<file path="src/hdl/adc_acc_map.svh">
// Register offsets, field positions, reset values and timing counts.
`ifndef ADC_ACC_MAP_SVH
`define ADC_ACC_MAP_SVH
`define OFS_CTRL 8'h00
`define OFS_FORMAT 8'h04
`define OFS_POWER 8'h08
`define OFS_RESULT 8'h0C
`define OFS_GREATER 8'h10
`define OFS_LESS 8'h14
`define OFS_STATUS 8'h18
`define OFS_SAMPLE 8'h1C
`define CTRL_ON 0
`define CTRL_BURST 1
`define CTRL_TEMP 2
`define CTRL_START 3
`define FMT_RPT_LO 0
`define FMT_SJ_LO 3
`define PWR_LPM 4
`define PWR_UP_LO 0
`define PWR_UP_RESET 4'hF
`define STAT_HIT 0
`define STAT_BUSY 1
`define STAT_DONE 2
`define SJ_LEFT 3'h4
`define SAMPLE_BITS 10
`define LEFT_PAD 6
`endif

</file>
<file path="src/hdl/adc_acc_pkg.sv">
// Types shared by the result accumulator block.
package adc_acc_pkg;
  typedef enum logic [1:0] {st_idle, st_power, st_conv} burst_state_t;
  typedef logic [15:0] word16_t;
endpackage : adc_acc_pkg

</file>
<file path="src/hdl/result_bus_if.sv">
// Interface carrying window limits and a new result to the comparator.
`timescale 1ns/1ns
`default_nettype none
interface result_bus_if;
  logic [15:0] code;
  logic update;
  logic [15:0] greater;
  logic [15:0] less;
  logic hit;
  modport src (output code, output update, output greater, output less,
    input hit);
  modport cmp (input code, input update, input greater, input less,
    output hit);
endinterface : result_bus_if
`default_nettype wire

</file>
<file path="src/hdl/adc_result_accumulate_window.sv">
// Result formatting, burst accumulation and window detect behind AHB-Lite.
//
// Implementation choices: register access over AHB-Lite and the register offsets.
`timescale 1ns/1ns
`default_nettype none
`include "adc_acc_map.svh"
module adc_result_accumulate_window
  import adc_acc_pkg::*;
(
  // Clock and reset
  input wire logic hclk,
  input wire logic hresetn,
  // AHB-Lite slave
  input wire logic hsel,
  input wire logic [31:0] haddr,
  input wire logic [1:0] htrans,
  input wire logic hwrite,
  input wire logic [2:0] hsize,
  input wire logic [31:0] hwdata,
  input wire logic hready,
  output logic [31:0] hrdata,
  output logic hreadyout,
  output logic hresp,
  // Converter core
  input wire logic [9:0] sample_code,
  input wire logic sample_valid,
  output logic conv_start,
  output logic converter_power,
  output logic buffer_low_power,
  output logic temp_sensor_on,
  // Events
  output logic window_hit_flag
);
  // ---------------------------------------------------------------
  // Registers
  // ---------------------------------------------------------------
  logic converter_on_bit_q;
  logic burst_enable_bit_q;
  logic temp_on_q;
  logic [2:0] repeat_count_sel_q;
  logic [2:0] shift_justify_sel_q;
  logic buf_lp_q;
  logic [3:0] power_up_time_q;
  logic [15:0] greater_q;
  logic [15:0] less_q;
  logic [15:0] result_q;
  logic hit_q;
  logic done_q;
  logic [15:0] acc_q;
  logic [6:0] count_q;
  logic [3:0] wait_q;
  logic start_q;
  logic power_q;
  burst_state_t state_q;
  logic wr_pend_q;
  logic [7:0] wr_addr_q;
  logic [31:0] rdata_q;

  // ---------------------------------------------------------------
  // Helpers
  // ---------------------------------------------------------------
  function automatic logic [6:0] samples_of(input logic [2:0] sel);
    case (sel)
      3'h1: samples_of = 7'h04;
      3'h2: samples_of = 7'h08;
      3'h3: samples_of = 7'h10;
      3'h4: samples_of = 7'h20;
      3'h5: samples_of = 7'h40;
      default: samples_of = 7'h01;
    endcase
  endfunction : samples_of

  function automatic logic [15:0] format_code(input logic [15:0] acc,
      input logic [2:0] sj);
    logic [15:0] r;
    r = 16'h0000;
    case (sj)
      3'h0: r = acc;
      3'h1: r = acc >> 1;
      3'h2: r = acc >> 2;
      3'h3: r = acc >> 3;
      `SJ_LEFT: r = acc << `LEFT_PAD;
      default: r = acc;
    endcase
    format_code = r;
  endfunction : format_code

  // ---------------------------------------------------------------
  // Bus decode
  // ---------------------------------------------------------------
  wire logic addr_phase;
  wire logic do_write;
  wire logic do_read;
  wire logic [7:0] ofs;
  assign addr_phase = hsel && hready && htrans[1];
  assign do_write = addr_phase && hwrite;
  assign do_read = addr_phase && !hwrite;
  assign ofs = haddr[7:0];

  wire logic wr_ctrl;
  wire logic wr_fmt;
  wire logic wr_pwr;
  wire logic wr_gt;
  wire logic wr_lt;
  wire logic wr_stat;
  assign wr_ctrl = wr_pend_q && wr_addr_q == `OFS_CTRL;
  assign wr_fmt = wr_pend_q && wr_addr_q == `OFS_FORMAT;
  assign wr_pwr = wr_pend_q && wr_addr_q == `OFS_POWER;
  assign wr_gt = wr_pend_q && wr_addr_q == `OFS_GREATER;
  assign wr_lt = wr_pend_q && wr_addr_q == `OFS_LESS;
  assign wr_stat = wr_pend_q && wr_addr_q == `OFS_STATUS;

  logic [31:0] rd_mux;
  always_comb begin
    rd_mux = 32'h0000_0000;
    if (ofs == `OFS_CTRL) begin
      rd_mux[`CTRL_ON] = converter_on_bit_q;
      rd_mux[`CTRL_BURST] = burst_enable_bit_q;
      rd_mux[`CTRL_TEMP] = temp_on_q;
    end else if (ofs == `OFS_FORMAT) begin
      rd_mux[`FMT_RPT_LO +: 3] = repeat_count_sel_q;
      rd_mux[`FMT_SJ_LO +: 3] = shift_justify_sel_q;
    end else if (ofs == `OFS_POWER) begin
      rd_mux[`PWR_LPM] = buf_lp_q;
      rd_mux[`PWR_UP_LO +: 4] = power_up_time_q;
    end else if (ofs == `OFS_RESULT) begin
      rd_mux[15:0] = result_q;
    end else if (ofs == `OFS_GREATER) begin
      rd_mux[15:0] = greater_q;
    end else if (ofs == `OFS_LESS) begin
      rd_mux[15:0] = less_q;
    end else if (ofs == `OFS_STATUS) begin
      rd_mux[`STAT_HIT] = hit_q;
      rd_mux[`STAT_BUSY] = state_q != st_idle;
      rd_mux[`STAT_DONE] = done_q;
    end
  end

  // Writes land one cycle after the address phase, so slave is zero-wait.
  always_ff @(posedge hclk or negedge hresetn) begin
    if (!hresetn) begin
      wr_pend_q <= 1'b0;
      wr_addr_q <= 8'h00;
      rdata_q <= 32'h0000_0000;
    end else begin
      wr_pend_q <= do_write;
      wr_addr_q <= ofs;
      if (do_read) begin
        rdata_q <= rd_mux;
      end
    end
  end

  always_ff @(posedge hclk or negedge hresetn) begin
    if (!hresetn) begin
      converter_on_bit_q <= 1'b0;
      burst_enable_bit_q <= 1'b0;
      temp_on_q <= 1'b0;
      repeat_count_sel_q <= 3'h0;
      shift_justify_sel_q <= 3'h0;
      buf_lp_q <= 1'b0;
      power_up_time_q <= `PWR_UP_RESET;
      greater_q <= 16'h0000;
      less_q <= 16'h0000;
    end else begin
      if (wr_ctrl) begin
        converter_on_bit_q <= hwdata[`CTRL_ON];
        burst_enable_bit_q <= hwdata[`CTRL_BURST];
        temp_on_q <= hwdata[`CTRL_TEMP];
      end
      if (wr_fmt) begin
        repeat_count_sel_q <= hwdata[`FMT_RPT_LO +: 3];
        shift_justify_sel_q <= hwdata[`FMT_SJ_LO +: 3];
      end
      if (wr_pwr) begin
        buf_lp_q <= hwdata[`PWR_LPM];
        power_up_time_q <= hwdata[`PWR_UP_LO +: 4];
      end
      if (wr_gt) begin
        greater_q <= hwdata[15:0];
      end
      if (wr_lt) begin
        less_q <= hwdata[15:0];
      end
    end
  end

  // ---------------------------------------------------------------
  // Burst sequencer and accumulator
  // ---------------------------------------------------------------
  // A start while busy is ignored, as the converter would drop it anyway.
  wire logic start_req;
  wire logic [6:0] target;
  wire logic [15:0] acc_next;
  wire logic last_sample;
  assign start_req = wr_ctrl && hwdata[`CTRL_START] && state_q == st_idle;
  assign target = burst_enable_bit_q ? samples_of(repeat_count_sel_q) :
    7'h01;
  assign acc_next = acc_q + {6'h00, sample_code};
  assign last_sample = state_q == st_conv && sample_valid &&
    (count_q + 7'h01) == target;

  always_ff @(posedge hclk or negedge hresetn) begin
    if (!hresetn) begin
      state_q <= st_idle;
      acc_q <= 16'h0000;
      count_q <= 7'h00;
      wait_q <= 4'h0;
      start_q <= 1'b0;
      power_q <= 1'b0;
    end else begin
      start_q <= 1'b0;
      case (state_q)
        st_idle: begin
          power_q <= converter_on_bit_q;
          if (start_req) begin
            acc_q <= 16'h0000;
            count_q <= 7'h00;
            wait_q <= power_up_time_q;
            power_q <= 1'b1;
            if (converter_on_bit_q) begin
              state_q <= st_conv;
              start_q <= 1'b1;
            end else begin
              state_q <= st_power;
            end
          end
        end
        st_power: begin
          if (wait_q == 4'h0) begin
            state_q <= st_conv;
            start_q <= 1'b1;
          end else begin
            wait_q <= wait_q - 4'h1;
          end
        end
        st_conv: begin
          if (sample_valid) begin
            acc_q <= acc_next;
            count_q <= count_q + 7'h01;
            if (last_sample) begin
              state_q <= st_idle;
              power_q <= converter_on_bit_q;
            end else begin
              start_q <= 1'b1;
            end
          end
        end
        default: state_q <= st_idle;
      endcase
    end
  end

  // ---------------------------------------------------------------
  // Result and window flag
  // ---------------------------------------------------------------
  result_bus_if rb ();
  assign rb.code = format_code(acc_next, shift_justify_sel_q);
  assign rb.update = last_sample;
  assign rb.greater = greater_q;
  assign rb.less = less_q;

  window_compare u_cmp (
    .rb(rb)
  );

  always_ff @(posedge hclk or negedge hresetn) begin
    if (!hresetn) begin
      result_q <= 16'h0000;
      hit_q <= 1'b0;
      done_q <= 1'b0;
    end else begin
      if (last_sample) begin
        result_q <= rb.code;
      end
      // Set beats a simultaneous software clear.
      if (rb.hit) begin
        hit_q <= 1'b1;
      end else if (wr_stat && hwdata[`STAT_HIT]) begin
        hit_q <= 1'b0;
      end
      if (last_sample) begin
        done_q <= 1'b1;
      end else if (wr_stat && hwdata[`STAT_DONE]) begin
        done_q <= 1'b0;
      end
    end
  end

  assign hrdata = rdata_q;
  assign hreadyout = 1'b1;
  assign hresp = 1'b0;
  assign conv_start = start_q;
  assign converter_power = power_q;
  assign buffer_low_power = buf_lp_q;
  assign temp_sensor_on = temp_on_q;
  assign window_hit_flag = hit_q;

  // ---------------------------------------------------------------
  // Checks
  // ---------------------------------------------------------------
  a_result_left_pad: assert property (@(posedge hclk)
    disable iff (!hresetn) last_sample && shift_justify_sel_q == `SJ_LEFT
    |=> result_q[5:0] == 6'h00) else $error("left result low bits not zero");
  a_hit_sticky: assert property (@(posedge hclk) disable iff (!hresetn)
    hit_q && !(wr_stat && hwdata[`STAT_HIT]) |=> hit_q)
    else $error("hit flag cleared by hardware");
  a_hit_strict: assert property (@(posedge hclk) disable iff (!hresetn)
    last_sample && (rb.code == greater_q || rb.code == less_q) &&
    !(wr_stat && hwdata[`STAT_HIT]) |=> hit_q == $past(hit_q))
    else $error("equal code changed flag");
  a_result_hold: assert property (@(posedge hclk) disable iff (!hresetn)
    !last_sample |=> $stable(result_q))
    else $error("result changed mid series");
  a_power_once: assert property (@(posedge hclk) disable iff (!hresetn)
    state_q == st_conv |=> state_q != st_power)
    else $error("power delay repeated in burst");
  a_idle_off: assert property (@(posedge hclk) disable iff (!hresetn)
    state_q == st_idle && !converter_on_bit_q && !start_req |=> !power_q)
    else $error("converter powered while idle");
  a_acc_cleared: assert property (@(posedge hclk) disable iff (!hresetn)
    start_req |=> acc_q == 16'h0000) else $error("acc not cleared");
  a_result_value: assert property (@(posedge hclk)
    disable iff (!hresetn) last_sample |=>
    result_q == format_code($past(acc_next), $past(shift_justify_sel_q)))
    else $error("result mismatch");
  a_count_bound: assert property (@(posedge hclk) disable iff (!hresetn)
    state_q == st_conv |-> count_q < target)
    else $error("sample count overran");
endmodule : adc_result_accumulate_window
`default_nettype wire

</file>
<file path="src/hdl/window_compare.sv">
// Strict window comparator on each newly completed result.
`timescale 1ns/1ns
`default_nettype none
module window_compare
  import adc_acc_pkg::*;
(
  result_bus_if.cmp rb
);
  wire logic above;
  wire logic below;
  wire logic inside_mode;
  // Codes equal to a limit never hit.
  assign above = rb.code > rb.greater;
  assign below = rb.code < rb.less;
  assign inside_mode = rb.less > rb.greater;
  assign rb.hit = rb.update &&
    (inside_mode ? (above && below) : (above || below));
endmodule : window_compare
`default_nettype wire

</file>
<file path="config.mk">
export PLATFORM = sky130hd
export DESIGN_NAME = adc_result_accumulate_window
export DESIGN_NICKNAME = d
export VERILOG_FILES = /design/src/hdl/adc_acc_pkg.sv /design/src/hdl/result_bus_if.sv /design/src/hdl/adc_result_accumulate_window.sv /design/src/hdl/window_compare.sv
export VERILOG_INCLUDE_DIRS = /design/src /design/src/hdl
export SDC_FILE = /design/constraint.sdc
export NUM_CORES = 1
export LEC_CHECK = 0
export BUFFER_PORTS_ARGS = -buffer_cell sky130_fd_sc_hd__buf_2
export CAP_MARGIN = 25
export CORE_UTILIZATION = 30
export CTS_CLUSTER_DIAMETER = 80
export DETAILED_ROUTE_END_ITERATION = 7
export PLACE_DENSITY = 0.48
export SYNTH_ARGS = -nofsm -noshare
export SYNTH_HDL_FRONTEND = slang
export SYNTH_SLANG_ARGS = --single-unit
</file>
<file path="constraint.sdc">
create_clock -name hclk -period 8.6 [get_ports hclk]
set_clock_uncertainty 0.15 [all_clocks]
set_input_delay 0.43 -clock hclk [delete_from_list [all_inputs] [get_ports hclk]]
set_output_delay 0.43 -clock hclk [all_outputs]
set_load 0.05 [all_outputs]
</file>
## After elaboration in Yosys (flattened, before gate mapping)

Cells that the tools add are included.

- Equal/unequal tests: 28
- $lt $le $gt $ge: 3
- $add $sub $neg: 3
- Mux-type cells: 44
- Reduce and logical (&&, ||, !) cells: 33

Operators by type and width:

| kind | count |
|---|---|
| 16-bit 2-to-1 mux | 4 |
| 16-bit one-hot mux with 4 select lines | 1 |
| 8-bit by 5-bit == test with 1-bit output (second input constant) | 6 |
| 7-bit one-hot mux with 5 select lines | 1 |
| 16-bit > comparator | 2 |
| 16-bit one-hot mux with 2 select lines | 1 |
| 13-bit 2-to-1 mux | 2 |
| 8-bit by 4-bit == test with 1-bit output (second input constant) | 3 |
| 7-bit 2-to-1 mux | 3 |
| 1-bit logical AND | 18 |
| 16-bit by 10-bit adder with 16-bit output | 1 |
| 8-bit by 3-bit == test with 1-bit output (second input constant) | 2 |
| 8-bit zero test | 2 |
| 16-bit < comparator | 1 |
| 7-bit one-hot mux with 2 select lines | 1 |
| 1-bit 2-to-1 mux | 13 |
| 3-bit by 2-bit == test with 1-bit output (second input constant) | 4 |
| 11-bit 2-to-1 mux | 1 |
| 10-bit 2-to-1 mux | 1 |
| 2-bit 2-to-1 mux | 5 |
| 2-bit nonzero test | 5 |
| 3-bit == test (second input constant) | 3 |
| 3-bit 2-to-1 mux | 3 |
| 3-bit AND reduction | 3 |
| 20 further kinds | 25 |

- Input bits: 85
- Logic and storage cells: 132
- Bits in registers: 120
- Output and inout bits: 39

## Logic depth before layout (Yosys ltp)

- Word-level depth: 8
- Depth in mapped cells: 20
- Depth with buffers taken out: 20

## Cells and area by module

A second synthesis with hierarchy kept.

- Cells, all modules: 869
- Area, all modules: 8060.2 sq um

Modules (own cells, without submodules):

| module | times used | seq. area each (sq um) | cells an instance | area each (sq um) |
|---|---|---|---|---|
| adc_result_accumulate_window | 1 | 3007.9 | 720 | 6929.1 |
| window_compare | 1 | 0.0 | 149 | 1131.1 |

## Least setup slack after synthesis

Ideal clock, no wire load.

- Kind: input to register
- Start point: input port sample_code[0]
- End point: register hit_q, in the netlist window_hit_flag
- Required time: 8.326 ns
- Library setup time: 0.124 ns
- Arrival: 3.835 ns
- Buffers on the path: 0
- Stages on the path: 18
- Path slack: 4.491 ns
- Cells stage by stage: ha_1 > inv_1 > fa_1 > nand2b_1 > a21oi_2 > o2111a_1 > nor3_2 > o32a_1 > o221ai_1 > o21ai_0 > ha_1 > a21o_1 > a21o_1 > a21oi_1 > o32ai_1 > o31ai_1 > a311oi_1 > a211o_1

- Longest elaborated chain between the ends: 7
- Elaborated cells on any way between the ends: 10
- Classes of those cells: 1 x add/sub; 2 x order compare; 3 x mux; 4 x reduce/logical

Ends and longest elaborated chain:

| what | RTL line | RTL |
|---|---|---|
| start: declaration | adc_result_accumulate_window.sv:25 | `input wire logic [9:0] sample_code,` |
| 16-bit by 10-bit adder with 16-bit output (*) | adc_result_accumulate_window.sv:199 | `assign acc_next = acc_q + {6'h00, sample_code};` |
| 16-bit one-hot mux with 4 select lines (*) | adc_result_accumulate_window.sv:77 | `case (sj)` |
| named net rb.code[9] | result_bus_if.sv:5 | `logic [15:0] code;` |
| 16-bit > comparator / 16-bit < comparator (equally long branches) | window_compare.sv:13, window_compare.sv:14 |  |
| 1-bit logical OR / 1-bit logical AND (equally long branches) | window_compare.sv:17 | `(inside_mode ? (above && below) : (above \|\| below));` |
| 1-bit 2-to-1 mux (*) | window_compare.sv:17 |  |
| 1-bit logical AND (*) | window_compare.sv:16 | `assign rb.hit = rb.update &&` |
| 1-bit 2-to-1 mux / 2-bit nonzero test (equally long branches) | n/a |  |
| end signal: assignment | adc_result_accumulate_window.sv:270 | `hit_q <= 1'b0;` |
| end signal: assignment | adc_result_accumulate_window.sv:278 | `hit_q <= 1'b1;` |
| end signal: assignment | adc_result_accumulate_window.sv:280 | `hit_q <= 1'b0;` |
| end: declaration | adc_result_accumulate_window.sv:47 | `logic hit_q;` |

The timed path passes the listed nets; every way through them passes the cells marked *.
A chain may end at the register's enable or synchronous reset.

## Final worst setup path

- Start point: register acc_q[0]
- End point: register hit_q, in the netlist window_hit_flag

- Longest elaborated chain between the ends: 7
- Elaborated cells on any way between the ends: 10
- Classes of those cells: 1 x add/sub; 2 x order compare; 3 x mux; 4 x reduce/logical

Ends and longest elaborated chain:

| what | RTL line | RTL |
|---|---|---|
| start: declaration | adc_result_accumulate_window.sv:49 | `logic [15:0] acc_q;` |
| start signal: assignment | adc_result_accumulate_window.sv:239 | `acc_q <= acc_next;` |
| 16-bit by 10-bit adder with 16-bit output (*) | adc_result_accumulate_window.sv:199 |  |
| 16-bit one-hot mux with 4 select lines (*) | adc_result_accumulate_window.sv:77 |  |
| named net rb.code[9] | result_bus_if.sv:5 |  |
| 16-bit > comparator / 16-bit < comparator (equally long branches) | window_compare.sv:13, window_compare.sv:14 |  |
| 1-bit logical OR / 1-bit logical AND (equally long branches) | window_compare.sv:17 |  |
| 1-bit 2-to-1 mux (*) | window_compare.sv:17 |  |
| 1-bit logical AND (*) | window_compare.sv:16 |  |
| 1-bit 2-to-1 mux / 2-bit nonzero test (equally long branches) | n/a |  |

Marks and branches as above.

==> impl_metrics.toml <==
[sta]
finalSetupTns_ns = 0
hold_slack_ns = 0.0386
drv_slew = 0
period_needed_ns = 5.05
total_count_of_hold_check_failures_in_the_final_report = 0
rsz_0062_raised_after_global_routing = "no"
max-slew-margin-rel = 0.372
worstMarginPinSlew_ns = 0.943
fmaxAchievable_mhz = 198
period_utilisation_layout = 0.587
timing.final.setup_violations = 0

[grt]
gr-total-overflow = 0
grt_start_max_net_pins = 76
antenna_found_initial = 0
via_count_of_the_first_global_routing_pass = 6762
grt_first_pass_wirelength_mm = 37.5
global_route.usage.total = 0.168

[final_layout]
signed_area_change_from_the_synthesized_netlist_to_the_final_layout_pct = 15.2
post-route-util = 0.355
multiInputGateArea_mm2 = 0.00488
highest_count_cells_in_the_layout_ignoring_fill_and_taps = "116 x sky130_fd_sc_hd__dfrtp_1, 87 x sky130_fd_sc_hd__nand2_1, 71 x sky130_fd_sc_hd__o21ai_0, 60 x sky130_fd_sc_hd__buf_2, 59 x sky130_fd_sc_hd__ha_1"
area.sequential_mm2 = 0.00301
post-route-cell-area_mm2 = 0.00964
leading_cell_type_in_the_layout_fill_and_taps_excluded = "sky130_fd_sc_hd__dfrtp_1"
drive_above_1_share = 0.187
antenna_cell_count = 0
nFillCells = 2772
final_net_count = 1105

[floorplan]
floorplan.initialDensity = 0.308
floorplan.rows = 60
die-area_mm2 = 0.0286
top_level_ports = 124
die_h_um = 169
fp.coreArea_mm2 = 0.0272
die_w_um = 169

[setup_path]
r2r_start = "acc_q[0]$_DFFE_PN0P_"
critical_path_required_ns = 8.80
worst-r2r-cell-count = 19
cp_data_arrival_time_ns = 5.25
endpoint_kind = "register"
critPathKind = "register to register"
critical_path.startpoint = "acc_q[0]$_DFFE_PN0P_"
regToRegSetupSlack_ns = 3.55
crit_path_start_kind = "register"
timing.critical_path.fanout_max = 8

[synth]
synth_warn = 0
cells_after_synthesis = 911
synth_edf_count = 0
syn_avg_cell_area_um2 = 9.19
synth_seq_area_share = 0.359
netlist-cell-type-count = 86
synth-seq-cells = 120
postSynth.topFlopCell = "sky130_fd_sc_hd__dfrtp_1"
syn_area_mm2 = 0.00837
synth_async_sr_flop_share = 1.00

[worst_hold_path]
hold_depth = 1
hold_path_class = "input port to register"
startpoint_of_the_tightest_hold_check_path = "haddr[1]"

[status]
run_status = "complete, no violations"

[drt]
drc = 0
drt_first_iter_violations = 429
via_count = 6981
routed_wire_length_per_instance_um = 17.1
vias_per_cell = 5.19
first_pass_iters = 5
postRouteWirelength_mm = 23.0
final_antenna_net_count = 0

[clock_tree]
cts_buffer_depth = 2
numCtsBuffers = 17
cts.clk_slew.worst_paths_ns = 0.06
clk_latency_ns = 0.41
post_cts_buffers = 0
cts_tree = "yes"
root_buffer = "sky130_fd_sc_hd__clkbuf_16"
cts_htree_levels = 4
tritoncts_num_sinks = 120

[place]
place_hpwl_mm = 16.9
i_o_buffers = 61
dpl-instance-area_mm2 = 0.00892
routabilityCongestion = 0.836

[pwr]
p_total_w = 0.00242
worst_ir_drop_vdd_mv = 0.148
power.density_mw_per_mm2 = 251
cellLeakagePower_nw = 4.53

[job]
max_cap_viol_count = 0
stage by stage:
step / std cells / worst slack, ns
after floorplan: 927 / 4.49
after global placement: 1302 / 3.38
after detailed placement: 1304 / 3.41
after CTS: 1341 / 3.58
after global routing: 1345 / 3.17
final: 1345 / 3.55
logic make-up after synthesis:
family / Yosys count / synth area share
compound gates: 261 / 0.211
mux: 65 / 0.0924
simple gates: 266 / 0.157
fa+ha+maj: 60 / 0.0906
buf+inv: 115 / 0.0650
other cells: 2 / 0.000897
flops: 120 / 0.359
xor+xnor: 22 / 0.0239
layer usage:
metal / share of wire / vias up / wire length (µm) / global-route usage
met3: 0.034 / 20 / 779 / 0.0288
met2: 0.47 / 134 / 10900 / 0.275
met1: 0.48 / 3418 / 11000 / 0.228
li1: - / 3409 / - / -
met4: 0.013 / 0 / 309 / 0.0439
met5: 0 / - / 0 / 0
registers in the layout, indices dropped and copies added (netlist names):
signal / cells
wr_addr_q: 8
buffer_low_power: 1
hrdata: 16
less_q: 16
conv_start: 1
wr_pend_q: 1
window_hit_flag: 1
shift_justify_sel_q: 3
burst_enable_bit_q: 1
greater_q: 16
wait_q: 4
acc_q: 16
result_q: 16
temp_sensor_on: 1
converter_on_bit_q: 1
repeat_count_sel_q: 3
state_q: 2
power_up_time_q: 4
count_q: 7
converter_power: 1
done_q: 1
path summary, 6_finish.rpt:
check                                            endpoint
min                                wr_addr_q[1]$_DFF_PN0_
min reg2reg                         hrdata[2]$_DFFE_PN0P_
max in group asynchronous  power_up_time_q[1]$_DFFE_PN1P_
max                           window_hit_flag$_DFFE_PN0P_
min in group asynchronous          count_q[4]$_DFFE_PN0P_
max reg2reg                   window_hit_flag$_DFFE_PN0P_
power breakdown:
| part | total (W) | internal [W] | switching, W |
|---|---|---|---|
| Sequential | 0.000698 | 0.000639 | 0.0000596 |
| Clock | 0.000759 | 0.000480 | 0.000279 |
| Combinational | 0.000963 | 0.000379 | 0.000585 |
what timing repair did:
action / 4_1_cts / 5_1_grt
hold buffers: 5 / 0
resized for setup: 0 / 0
endpoints found under the hold margin: 49 / 0
layout make-up:
class | count | share of cell area
Multi-Input combinational cell | 692 | 0.506
Inverter | 53 | 0.0206
Timing Repair Buffer | 76 | 0.0493
Sequential cell | 120 | 0.312
Tap cell | 372 | 0.0483
Clock inverter | 11 | 0.0149
Clock buffer | 21 | 0.0488
cell usage after synthesis, types with 4 or more instances:
cell type,n,area (µm²)
sky130_fd_sc_hd__dfrtp_1,116,2900
sky130_fd_sc_hd__nand2_1,87,327
sky130_fd_sc_hd__o21ai_0,71,355
sky130_fd_sc_hd__ha_1,59,738
sky130_fd_sc_hd__inv_1,53,199
sky130_fd_sc_hd__nor2_1,49,184
sky130_fd_sc_hd__a21oi_1,47,235
sky130_fd_sc_hd__mux2_2,42,473
sky130_fd_sc_hd__nand3_1,34,170
sky130_fd_sc_hd__a22o_1,33,289
sky130_fd_sc_hd__clkbuf_1,29,109
sky130_fd_sc_hd__nor3_1,22,110
sky130_fd_sc_hd__a21o_1,21,158
sky130_fd_sc_hd__buf_4,19,143
sky130_fd_sc_hd__nand4_1,15,93.8
sky130_fd_sc_hd__mux2_4,14,210
sky130_fd_sc_hd__xnor2_1,14,123
sky130_fd_sc_hd__o22ai_1,12,75.1
sky130_fd_sc_hd__a211oi_1,9,67.6
sky130_fd_sc_hd__mux2i_1,9,90.1
sky130_fd_sc_hd__nor2b_1,8,50.1
sky130_fd_sc_hd__buf_2,7,35.0
sky130_fd_sc_hd__or3_1,7,43.8
sky130_fd_sc_hd__xor2_1,7,61.3
sky130_fd_sc_hd__o211ai_1,6,45.0
sky130_fd_sc_hd__o31ai_1,6,45.0
sky130_fd_sc_hd__a31oi_1,5,31.3
sky130_fd_sc_hd__and2_1,5,31.3
sky130_fd_sc_hd__and3_1,5,31.3
sky130_fd_sc_hd__nand2b_1,5,31.3
sky130_fd_sc_hd__a22oi_1,4,30.0
sky130_fd_sc_hd__and4_1,4,35.0
sky130_fd_sc_hd__dfstp_2,4,105
sky130_fd_sc_hd__or2_2,4,25.0
critical path, cell delays in order, from the launching register on:
cell and delay (ns):
sky130_fd_sc_hd__dfrtp_1 0.36, sky130_fd_sc_hd__ha_1 0.17, sky130_fd_sc_hd__inv_1 0.05, sky130_fd_sc_hd__fa_1 0.43, sky130_fd_sc_hd__nand2b_1 0.21, sky130_fd_sc_hd__a21oi_2 0.39, sky130_fd_sc_hd__nor4_1 0.12, sky130_fd_sc_hd__nor3_2 0.49
sky130_fd_sc_hd__o32a_1 0.25, sky130_fd_sc_hd__o221ai_1 0.10, sky130_fd_sc_hd__o21ai_0 0.25, sky130_fd_sc_hd__ha_1 0.35, sky130_fd_sc_hd__a21o_1 0.16, sky130_fd_sc_hd__a21o_1 0.16, sky130_fd_sc_hd__a21oi_1 0.19, sky130_fd_sc_hd__o21ai_0 0.14
sky130_fd_sc_hd__a211oi_1 0.23, sky130_fd_sc_hd__a21oi_1 0.10, sky130_fd_sc_hd__a311oi_1 0.51, sky130_fd_sc_hd__a211o_1 0.17
Note: power is estimated with default switching activity, not from simulation.
